## src/mlc_alu.sv

```systemverilog
// Package of shared constants and types, and the combinational arithmetic unit.
`timescale 1ns/100ps

// ==================================================
// Shared constants and types.
package mlc_pkg;
    localparam int          DATA_W      = 8;
    localparam int          PC_W        = 12;
    localparam int          ADDR_W      = 8;
    localparam logic [7:0]  WREG_RST    = 8'h00;
    localparam logic [7:0]  CLEAR_VALUE = 8'h00;
    localparam logic [11:0] PC_RST      = 12'h000;
    localparam logic [11:0] PC_STEP     = 12'h001;
    localparam int          NIBBLE_MSB  = 3;
    localparam int          SIGN_BIT    = 7;

    typedef enum logic [2:0] {
        MLC_OP_NOP,
        MLC_OP_ADD_TO_MEMORY,
        MLC_OP_AND_MEM_TO_ACC,
        MLC_OP_AND_IMM_TO_ACC,
        MLC_OP_LOGIC_PRODUCT_TO_MEMORY,
        MLC_OP_CALL,
        MLC_OP_ZERO_MEMORY_BYTE,
        MLC_OP_LOAD_WORKING_REGISTER
    } mlc_op_t;

    typedef struct packed {
        logic              valid;
        mlc_op_t           op;
        logic [ADDR_W-1:0] addr;
        logic [DATA_W-1:0] imm;
        logic [PC_W-1:0]   target;
    } mlc_instr_t;

    typedef struct packed {
        logic twos_complement_wrap_flag;
        logic zero_flag;
        logic nibble_carry_flag;
        logic carry_flag;
        logic sign_guard_flag;
    } mlc_flags_t;

    typedef struct packed {
        logic              en;
        logic [ADDR_W-1:0] addr;
        logic [DATA_W-1:0] data;
    } mlc_mem_wr_t;

    typedef struct packed {
        logic            en;
        logic [PC_W-1:0] data;
    } mlc_push_t;

    localparam mlc_flags_t FLAGS_RST = '0;
endpackage

// ==================================================
// Adder with full flag set, and both logical products.
module mlc_alu (
    // Operands
    input  wire logic [mlc_pkg::DATA_W-1:0] working_register,
    input  wire logic [mlc_pkg::DATA_W-1:0] mem_byte,
    input  wire logic [mlc_pkg::DATA_W-1:0] imm,
    // Results
    output logic      [mlc_pkg::DATA_W-1:0] sum,
    output logic      [mlc_pkg::DATA_W-1:0] and_mem,
    output logic      [mlc_pkg::DATA_W-1:0] and_imm,
    output mlc_pkg::mlc_flags_t             add_flags
);
    logic [mlc_pkg::DATA_W:0] wide_sum;
    logic [4:0]               low_sum;
    logic                     wrap;

    assign wide_sum = {1'b0, working_register} + {1'b0, mem_byte};
    assign low_sum  = {1'b0, working_register[mlc_pkg::NIBBLE_MSB:0]} + {1'b0, mem_byte[mlc_pkg::NIBBLE_MSB:0]};
    assign sum      = wide_sum[mlc_pkg::DATA_W-1:0];
    assign wrap     = (working_register[mlc_pkg::SIGN_BIT] == mem_byte[mlc_pkg::SIGN_BIT])
                    && (sum[mlc_pkg::SIGN_BIT] != working_register[mlc_pkg::SIGN_BIT]);
    assign and_mem  = working_register & mem_byte;
    assign and_imm  = working_register & imm;

    // The sign guard flag is the true sign of the sum, corrected for wrap.
    assign add_flags.twos_complement_wrap_flag = wrap;
    assign add_flags.zero_flag                 = (sum == mlc_pkg::CLEAR_VALUE);
    assign add_flags.nibble_carry_flag         = low_sum[4];
    assign add_flags.carry_flag                = wide_sum[mlc_pkg::DATA_W];
    assign add_flags.sign_guard_flag           = wrap ^ sum[mlc_pkg::SIGN_BIT];
endmodule // mlc_alu

```

## src/mlc_exec.sv

```systemverilog
// Execution unit for add to memory, logical products, subroutine call and memory clear.
`timescale 1ns/100ps

module mlc_exec (
    // Clock and reset
    input  wire logic                           ref_clk,
    input  wire logic                           sys_rst,
    // Instruction and addressed memory byte
    input  wire mlc_pkg::mlc_instr_t            instr,
    input  wire logic [mlc_pkg::DATA_W-1:0]     mem_rdata,
    // Core state
    output logic      [mlc_pkg::DATA_W-1:0]     working_register_q,
    output mlc_pkg::mlc_flags_t                 flags_q,
    output logic      [mlc_pkg::PC_W-1:0]       pc_q,
    output logic                                busy_q,
    // Memory write and stack push
    output mlc_pkg::mlc_mem_wr_t                mem_wr_q,
    output mlc_pkg::mlc_push_t                  push_q
);
    // ==================================================
    // Decode.
    typedef enum logic {
        MLC_ST_RUN,
        MLC_ST_CALL_TAIL
    } mlc_state_t;

    mlc_state_t                      state_q;
    mlc_state_t                      state_d;
    logic                            take;
    logic                            is_add;
    logic                            is_and_m;
    logic                            is_and_i;
    logic                            is_and_to_mem;
    logic                            is_call;
    logic                            is_clear;
    logic                            is_load;
    logic [mlc_pkg::DATA_W-1:0]      sum;
    logic [mlc_pkg::DATA_W-1:0]      and_mem;
    logic [mlc_pkg::DATA_W-1:0]      and_imm;
    mlc_pkg::mlc_flags_t             add_flags;
    logic [mlc_pkg::DATA_W-1:0]      working_register_d;
    mlc_pkg::mlc_flags_t             flags_d;
    logic [mlc_pkg::PC_W-1:0]        pc_d;
    mlc_pkg::mlc_mem_wr_t            mem_wr_d;
    mlc_pkg::mlc_push_t              push_d;
    logic [mlc_pkg::PC_W-1:0]        pc_next;
    logic                            mem_write;
    logic [mlc_pkg::DATA_W-1:0]      mem_data;

    function automatic logic op_is(input mlc_pkg::mlc_instr_t i, input mlc_pkg::mlc_op_t op);
        op_is = i.valid && (i.op == op);
    endfunction

    assign take          = (state_q == MLC_ST_RUN) && instr.valid;
    assign is_add        = take && op_is(instr, mlc_pkg::MLC_OP_ADD_TO_MEMORY);
    assign is_and_m      = take && op_is(instr, mlc_pkg::MLC_OP_AND_MEM_TO_ACC);
    assign is_and_i      = take && op_is(instr, mlc_pkg::MLC_OP_AND_IMM_TO_ACC);
    assign is_and_to_mem = take && op_is(instr, mlc_pkg::MLC_OP_LOGIC_PRODUCT_TO_MEMORY);
    assign is_call       = take && op_is(instr, mlc_pkg::MLC_OP_CALL);
    assign is_clear      = take && op_is(instr, mlc_pkg::MLC_OP_ZERO_MEMORY_BYTE);
    assign is_load       = take && op_is(instr, mlc_pkg::MLC_OP_LOAD_WORKING_REGISTER);

    mlc_alu u_alu (
        .working_register (working_register_q),
        .mem_byte         (mem_rdata),
        .imm              (instr.imm),
        .sum              (sum),
        .and_mem          (and_mem),
        .and_imm          (and_imm),
        .add_flags        (add_flags)
    );

    // ==================================================
    // Next state of the working register and flags.
    // The load stands in for the moves of other instruction groups; without it the register never leaves reset.
    assign working_register_d = is_and_m ? and_mem
                              : is_and_i ? and_imm
                              : is_load  ? instr.imm
                              : working_register_q;

    always_comb begin
        flags_d = flags_q;
        if (is_add) begin
            flags_d = add_flags;
        end else if (is_and_m) begin
            flags_d.zero_flag = (and_mem == mlc_pkg::CLEAR_VALUE);
        end else if (is_and_i) begin
            flags_d.zero_flag = (and_imm == mlc_pkg::CLEAR_VALUE);
        end
    end

    // ==================================================
    // Memory write, program counter and stack push.
    assign mem_write = is_add || is_and_to_mem || is_clear;
    assign mem_data  = is_add        ? sum
                     : is_and_to_mem ? and_mem
                     : mlc_pkg::CLEAR_VALUE;

    assign mem_wr_d.en   = mem_write;
    assign mem_wr_d.addr = instr.addr;
    assign mem_wr_d.data = mem_data;

    assign pc_next     = pc_q + mlc_pkg::PC_STEP;
    assign push_d.en   = is_call;
    assign push_d.data = pc_next;
    assign pc_d        = is_call ? instr.target
                       : take    ? pc_next
                       : pc_q;

    // ==================================================
    // Call sequencing.
    always_comb begin
        unique case (state_q)
            MLC_ST_RUN:       state_d = is_call ? MLC_ST_CALL_TAIL : MLC_ST_RUN;
            MLC_ST_CALL_TAIL: state_d = MLC_ST_RUN;
        endcase
    end

    // ==================================================
    // Registers.
    always_ff @(posedge ref_clk or posedge sys_rst) begin
        if (sys_rst) begin
            state_q <= MLC_ST_RUN;
            busy_q  <= 1'b0;
        end else begin
            state_q <= state_d;
            busy_q  <= (state_d == MLC_ST_CALL_TAIL);
        end
    end

    always_ff @(posedge ref_clk or posedge sys_rst) begin
        if (sys_rst) begin
            working_register_q <= mlc_pkg::WREG_RST;
            flags_q            <= mlc_pkg::FLAGS_RST;
        end else begin
            working_register_q <= working_register_d;
            flags_q            <= flags_d;
        end
    end

    always_ff @(posedge ref_clk or posedge sys_rst) begin
        if (sys_rst) begin
            pc_q <= mlc_pkg::PC_RST;
        end else begin
            pc_q <= pc_d;
        end
    end

    always_ff @(posedge ref_clk or posedge sys_rst) begin
        if (sys_rst) begin
            mem_wr_q <= '0;
            push_q   <= '0;
        end else begin
            mem_wr_q <= mem_wr_d;
            push_q   <= push_d;
        end
    end
endmodule // mlc_exec

```

## config.mk

```make
export PLATFORM = sky130hd
export DESIGN_NAME = mlc_exec
export DESIGN_NICKNAME = d
export VERILOG_FILES = /design/src/mlc_alu.sv /design/src/mlc_exec.sv
export SDC_FILE = /design/constraint.sdc
export NUM_CORES = 1
export LEC_CHECK = 0
export BUFFER_PORTS_ARGS = -buffer_cell sky130_fd_sc_hd__buf_2
export CAP_MARGIN = 20
export CORE_MARGIN = 2
export CORE_UTILIZATION = 28
export DETAILED_ROUTE_END_ITERATION = 8
export PLACE_DENSITY_LB_ADDON = 0.15
export REMOVE_ABC_BUFFERS = 1
export SLEW_MARGIN = 10
export SYNTH_ARGS = -nofsm -noshare
export SYNTH_HDL_FRONTEND = slang
export SYNTH_SLANG_ARGS = --single-unit
```

## constraint.sdc

```tcl
create_clock -name ref_clk -period 2 [get_ports ref_clk]
set_clock_uncertainty 0.15 [all_clocks]
set_input_delay 0.2 -clock ref_clk [delete_from_list [all_inputs] [get_ports ref_clk]]
set_output_delay 0.2 -clock ref_clk [all_outputs]
set_load 0.05 [all_outputs]
```

* Word level (Yosys, flattened, before mapping) *
Index checks and enable logic that the tools add are counted.

word-level totals
  register bits = 56
  output and inout port bits = 56

cells by class
  add/subtract/negate cells = 3
  eq/ne operators = 9
  mux-type cells = 12
  bitwise logic cells = 4
  reductions and logical operators = 24

operator list
  operator                                              number
  2-to-1 mux 8 bit                                      5
  logical NOT 8 bit                                     3
  2-to-1 mux 12 bit                                     2
  bitwise AND 8 bit                                     2
  logical AND 1 bit                                     16
  adder 12 x 1 -> 12 bit (second input constant)        1
  equality test 3 bit (second input constant)           4
  adder 8 x 8 -> 9 bit                                  1
  equality test 3 x 2 -> 1 bit (second input constant)  2
  nonzero test 3 bit                                    2
  adder 4 x 4 -> 5 bit                                  1
  2-to-1 mux 1 bit                                      4
  equality test 3 x 1 -> 1 bit (second input constant)  1
  logical OR 1 bit                                      2
  case mux 1 bit (2 select lines)                       1
  nonzero test 2 bit                                    1
  equality test 1 bit                                   1
  inequality test 1 bit                                 1
  inverter 1 bit                                        1
  bitwise XOR 1 bit                                     1

* Depth between registers and ports, before layout *
  word-level depth = 6
  mapped depth = 8
  mapped depth without buffers = 8

* Cells and area by module *
Synthesis repeated with hierarchy kept, for this count alone.

unflattened totals
  cells, all modules = 272
  area, all modules = 2944.1 um^2

by module, submodules not included
  module    times used  cells an instance  area an instance (um^2)
  mlc_exec  1           217                2499.9
  mlc_alu   1           55                 444.2

* Least setup slack after synthesis *
Ideal clock, no wire load.

  kind = register to register
  from = register working_register_q[0] in the netlist's numbering
  to = register flags_q[3] in the netlist's numbering
  setup time = 0.120 ns
  data arrival time = 2.231 ns
  required time = 1.730 ns
  setup slack = -0.501 ns
  cell stages (with the launch flop) = 8
  buffers on the path = 0
  period minus slack after synthesis = 2.501 ns
  cells stage by stage = dfrtp_1 > ha_1 > inv_1 > fa_1 > nand2b_1 > a211o_1 > a211o_1 > a41o_1

on the way
  word-level cells in the longest chain between the ends = 5
  elaborated cells on any way between the ends = 9
  those cells by class = add/sub: 1; mux: 3; bitwise: 2; reduce/logical: 3

RTL lines
  item                                                                          line             RTL
  from (decl)                                                                   mlc_exec.sv:12   output logic [mlc_pkg::DATA_W-1:0] working_register_q,
  from (signal assigned)                                                        mlc_exec.sv:133  working_register_q <= mlc_pkg::WREG_RST;
  from (signal assigned)                                                        mlc_exec.sv:136  working_register_q <= working_register_d;
  parallel branches: the longest is 4 deep, another holds adder 8 x 8 -> 9 bit  n/a
  2-to-1 mux 1 bit *                                                            mlc_exec.sv:83   if (is_add) begin
  to (signal assigned)                                                          mlc_exec.sv:134  flags_q <= mlc_pkg::FLAGS_RST;
  to (signal assigned)                                                          mlc_exec.sv:137  flags_q <= flags_d;
  to (decl)                                                                     mlc_exec.sv:13   output mlc_pkg::mlc_flags_t flags_q,

Mark *: on every way between the ends. The select of a mux whose other input is x is not followed.
A chain may end at the register's enable or synchronous reset.

* Worst setup path in the final report *
Ends and elaborated chain as after synthesis.

==> impl_metrics.toml <==
[layout]
insertedDiodeCount = 0
multi_input_comb_area_um2 = 1320
nNetsFinal = 460
filler_cells = 999
synthToLayoutAreaGrowth_pct = 39.9
post_route_cells_drive_above_1_share_pct = 38.9
layoutNonFillerInstCount = 542
post-route-util_pct = 39.9
final-seq-area_um2 = 1400

[die]
floorplan.initialDensity_pct = 28.5
die_height_um = 103
top_level_ports = 98
die_width_um = 103
die_area_um2 = 10700
core_um2 = 9680
floorplan.rows = 36

[sta]
finalHoldWorstSlack_ns = 0.0315
max_clk_rate_mhz = 486
slew_headroom_pct = 65.7
grt_setup_unrepaired = "true"
max_slew.worst_pin.slew_ns = 0.512
total_count_of_hold_check_failures_in_the_final_report = 0
drv_slew = 0
fin_crit_period_ns = 2.06
post_route_setup_slack_ns = -0.0578
post-route-period-util_pct = 103
setup_viol = 1
tns_ns = -0.0578

[yosys]
synth.yosys.warnings = 0
synth_top_cells_by_count = "sky130_fd_sc_hd__dfrtp_1, sky130_fd_sc_hd__nor2_1, sky130_fd_sc_hd__o21ai_0, sky130_fd_sc_hd__nand2_1, sky130_fd_sc_hd__a21oi_1"
synth-main-ff-cell = "sky130_fd_sc_hd__dfrtp_1"
post_synth_instance_area_um2 = 2760
yosys.area.top_type = "sky130_fd_sc_hd__dfrtp_1"
synth-seq-area-share_pct = 50.7
synth.distinct_cells = 47
synth-async-reset-ratio_pct = 100
post_synth_main_area_contributors = "sky130_fd_sc_hd__dfrtp_1, sky130_fd_sc_hd__o21ai_0, sky130_fd_sc_hd__ha_1"
synthMostInstantiatedCell = "sky130_fd_sc_hd__dfrtp_1"
yosys.area.top_type_share_pct = 50.7
synth_enable_flop_cells = 0
synth_cells = 273
avg_synthesized_cell_area_um2 = 10.1
synth.ff_latch_count = 56

[worst_setup_path]
critPathMaxStageDelay_ns = 0.37
critical_path.startpoint_type = "flop"
worstPathArrival_ns = 2.12
critical-path-slowest-cell = "sky130_fd_sc_hd__dfrtp_1"
timing.critical_path.required_ns = 2.06
crit_path_frequent_cell = "sky130_fd_sc_hd__a211o_1"
critPathKind = "reg2reg"
crit_path_end_kind = "flop"
cp_cell_sequence = "ha_2 > inv_2 > fa_2 > nand2b_4 > a211o_1 > a211o_1 > a41o_1"
path_max_fanout = 2

[cts]
clkSinkCount = 56
path_clk_slew_ns = 0.11
clock_insertion_delay_worst_skew_ns = 0.31
clk_root_buffer_cell = "sky130_fd_sc_hd__clkbuf_8"
htree_num_levels = 2
clock_tree_from_tritoncts = "done"
cts-buffers-inserted = 5
cts_max_path_buffers = 2

[status]
status = "finished, violations left"
failed_checks = "negative setup slack"

[global_routing]
grt.total_usage_pct = 14.4
first_pass_grt_wire_length_um = 11900
grt_start_max_net_pins = 25
number_of_antenna_violations_at_the_first_check_in_global_routing = 0
grt_pass1_vias = 2293
grt_ovf = 0

[place]
numPlacedInstances = 520
buffer_ports.inserted = 97
place_hpwl_um = 5820
gp_congestion = 0.817

[route]
detailedRoute.firstIterationViolations = 106
antenna_violating_nets_left = 0
finalWirelength_um = 7660
detail_routed_net_length_per_standard_cell_um = 14.1
final_routed_drc_violation_total = 0
routed_via_density = 4.49
detailroute.via_count = 2433
drt_pre_antenna_iters = 4

[power]
report.power.total_w = 0.00455
total_leakage_power_nw = 1.86
p_comb_share_pct = 50.0
max-vdd-ir-drop_v = 0.000430
netSwitchingFraction_pct = 47.8
power.internal_w = 0.00237
seq_power_share_pct = 35.1
power.switching_w = 0.00217
p_per_area_nw_per_um2 = 1180
clockPowerShare_pct = 14.9

[hold_path]
hold_class = "in2reg"

[run]
cap_viol_max_count = 0
-- sequential cells by signal (all words and copies together), names as in the netlist --
signal,flops
working_register_q,8
flags_q,5
pc_q,12
state_q,1
push_q,13
mem_wr_q,17
-- metrics by stage --
| stage | cell area (um^2) | setup WS [ns] |
|---|---|---|
| 6_report | 3860 | -0.0578 |
| 5_1_grt | 3860 | -0.146 |
| 2_1_floorplan | 2690 | -0.501 |
| 3_5_place_dp | 3580 | -0.0846 |
| 3_3_place_gp | 3580 | -0.0647 |
| 4_1_cts | 3800 | -0.0390 |
-- metal layers --
layer | global-route usage (%) | routed length [um]
met1 | 22.1 | 3960
met2 | 21.1 | 3400
met3 | 2.49 | 255
met4 | 3.04 | 48
met5 | 0 | 0
-- final timing paths --
check	startpoint	end	slack [ns]	cells after the start
max in group asynchronous	sys_rst	pc_q[9]	0.72	4
max reg2reg	working_register_q[0]	flags_q[3]	-0.06	7
max	working_register_q[0]	flags_q[3]	-0.06	7
min reg2reg	flags_q[0]	flags_q[0]	0.33	2
min	instr[7]	pc_q[7]	0.03	3
min in group asynchronous	sys_rst	mem_wr_q[5]	0.28	3
-- cells by family (layout without fill, tap and decap cells) --
family	count (synthesis)	in the layout	share of synthesized area [%]
mux	9	9	3.26
buf+inv	22	158	3.62
flops	56	56	50.7
xor+xnor	16	16	5.35
compound gates	68	68	15.4
simple gates	92	92	16.8
fa+ha+maj	10	10	4.80
-- layout by cell type (no fill, tap or decap), drive strengths merged, types with 3 or more instances in the layout --
cell,instances
clkbuf,7
nor2,30
and2,3
a21oi,20
a31oi,3
nand3,6
and3,4
xnor2,7
a22o,5
buf,131
nand2,22
o22ai,3
dfrtp,56
xor2,9
nand2b,4
ha,9
mux2i,9
inv,8
nor4,3
o31ai,3
nor3,11
o21ai,23
dlygate4sd3,11
-- power groups by stage --
| stage | sequential, W | combinational [W] | clock (W) |
|---|---|---|---|
| after detailed placement | 0.00162 | 0.00219 | 0 |
| after global placement | 0.00162 | 0.00219 | 0 |
| after CTS | 0.00160 | 0.00223 | 0.000702 |
| after global routing | 0.00164 | 0.00245 | 0.000745 |
| final | 0.00159 | 0.00227 | 0.000677 |
| after floorplan | 0.00252 | 0.000654 | 0 |
-- repair_timing --
item,in CTS,in global routing
gates cloned,0,0
pin swaps,0,5
hold buffers,11,0
setup buffers,1,2
endpoints found under the setup margin,3,9
hold endpoints to repair,29,0
resized for setup,4,13
-- worst max-delay path: cells and delay by family (launching register included) --
family | cells | cell delay [ns]
and+or+nand+nor | 1 | 0.15
buffers and inverters | 1 | 0.04
DFF | 1 | 0.37
adders and majority gates | 2 | 0.52
AOI/OAI and AO/OA | 3 | 0.73
-- final cells by class --
class	count	share of cell area (%)
clock buffer	7	2.24
clock inverter	1	0.194
inverter	8	0.777
multi-input combinational	195	34.2
sequential	56	36.3
tap	133	4.31
timing repair buffer	142	22.0
No activity file was read; power rests on OpenSTA's default activity.
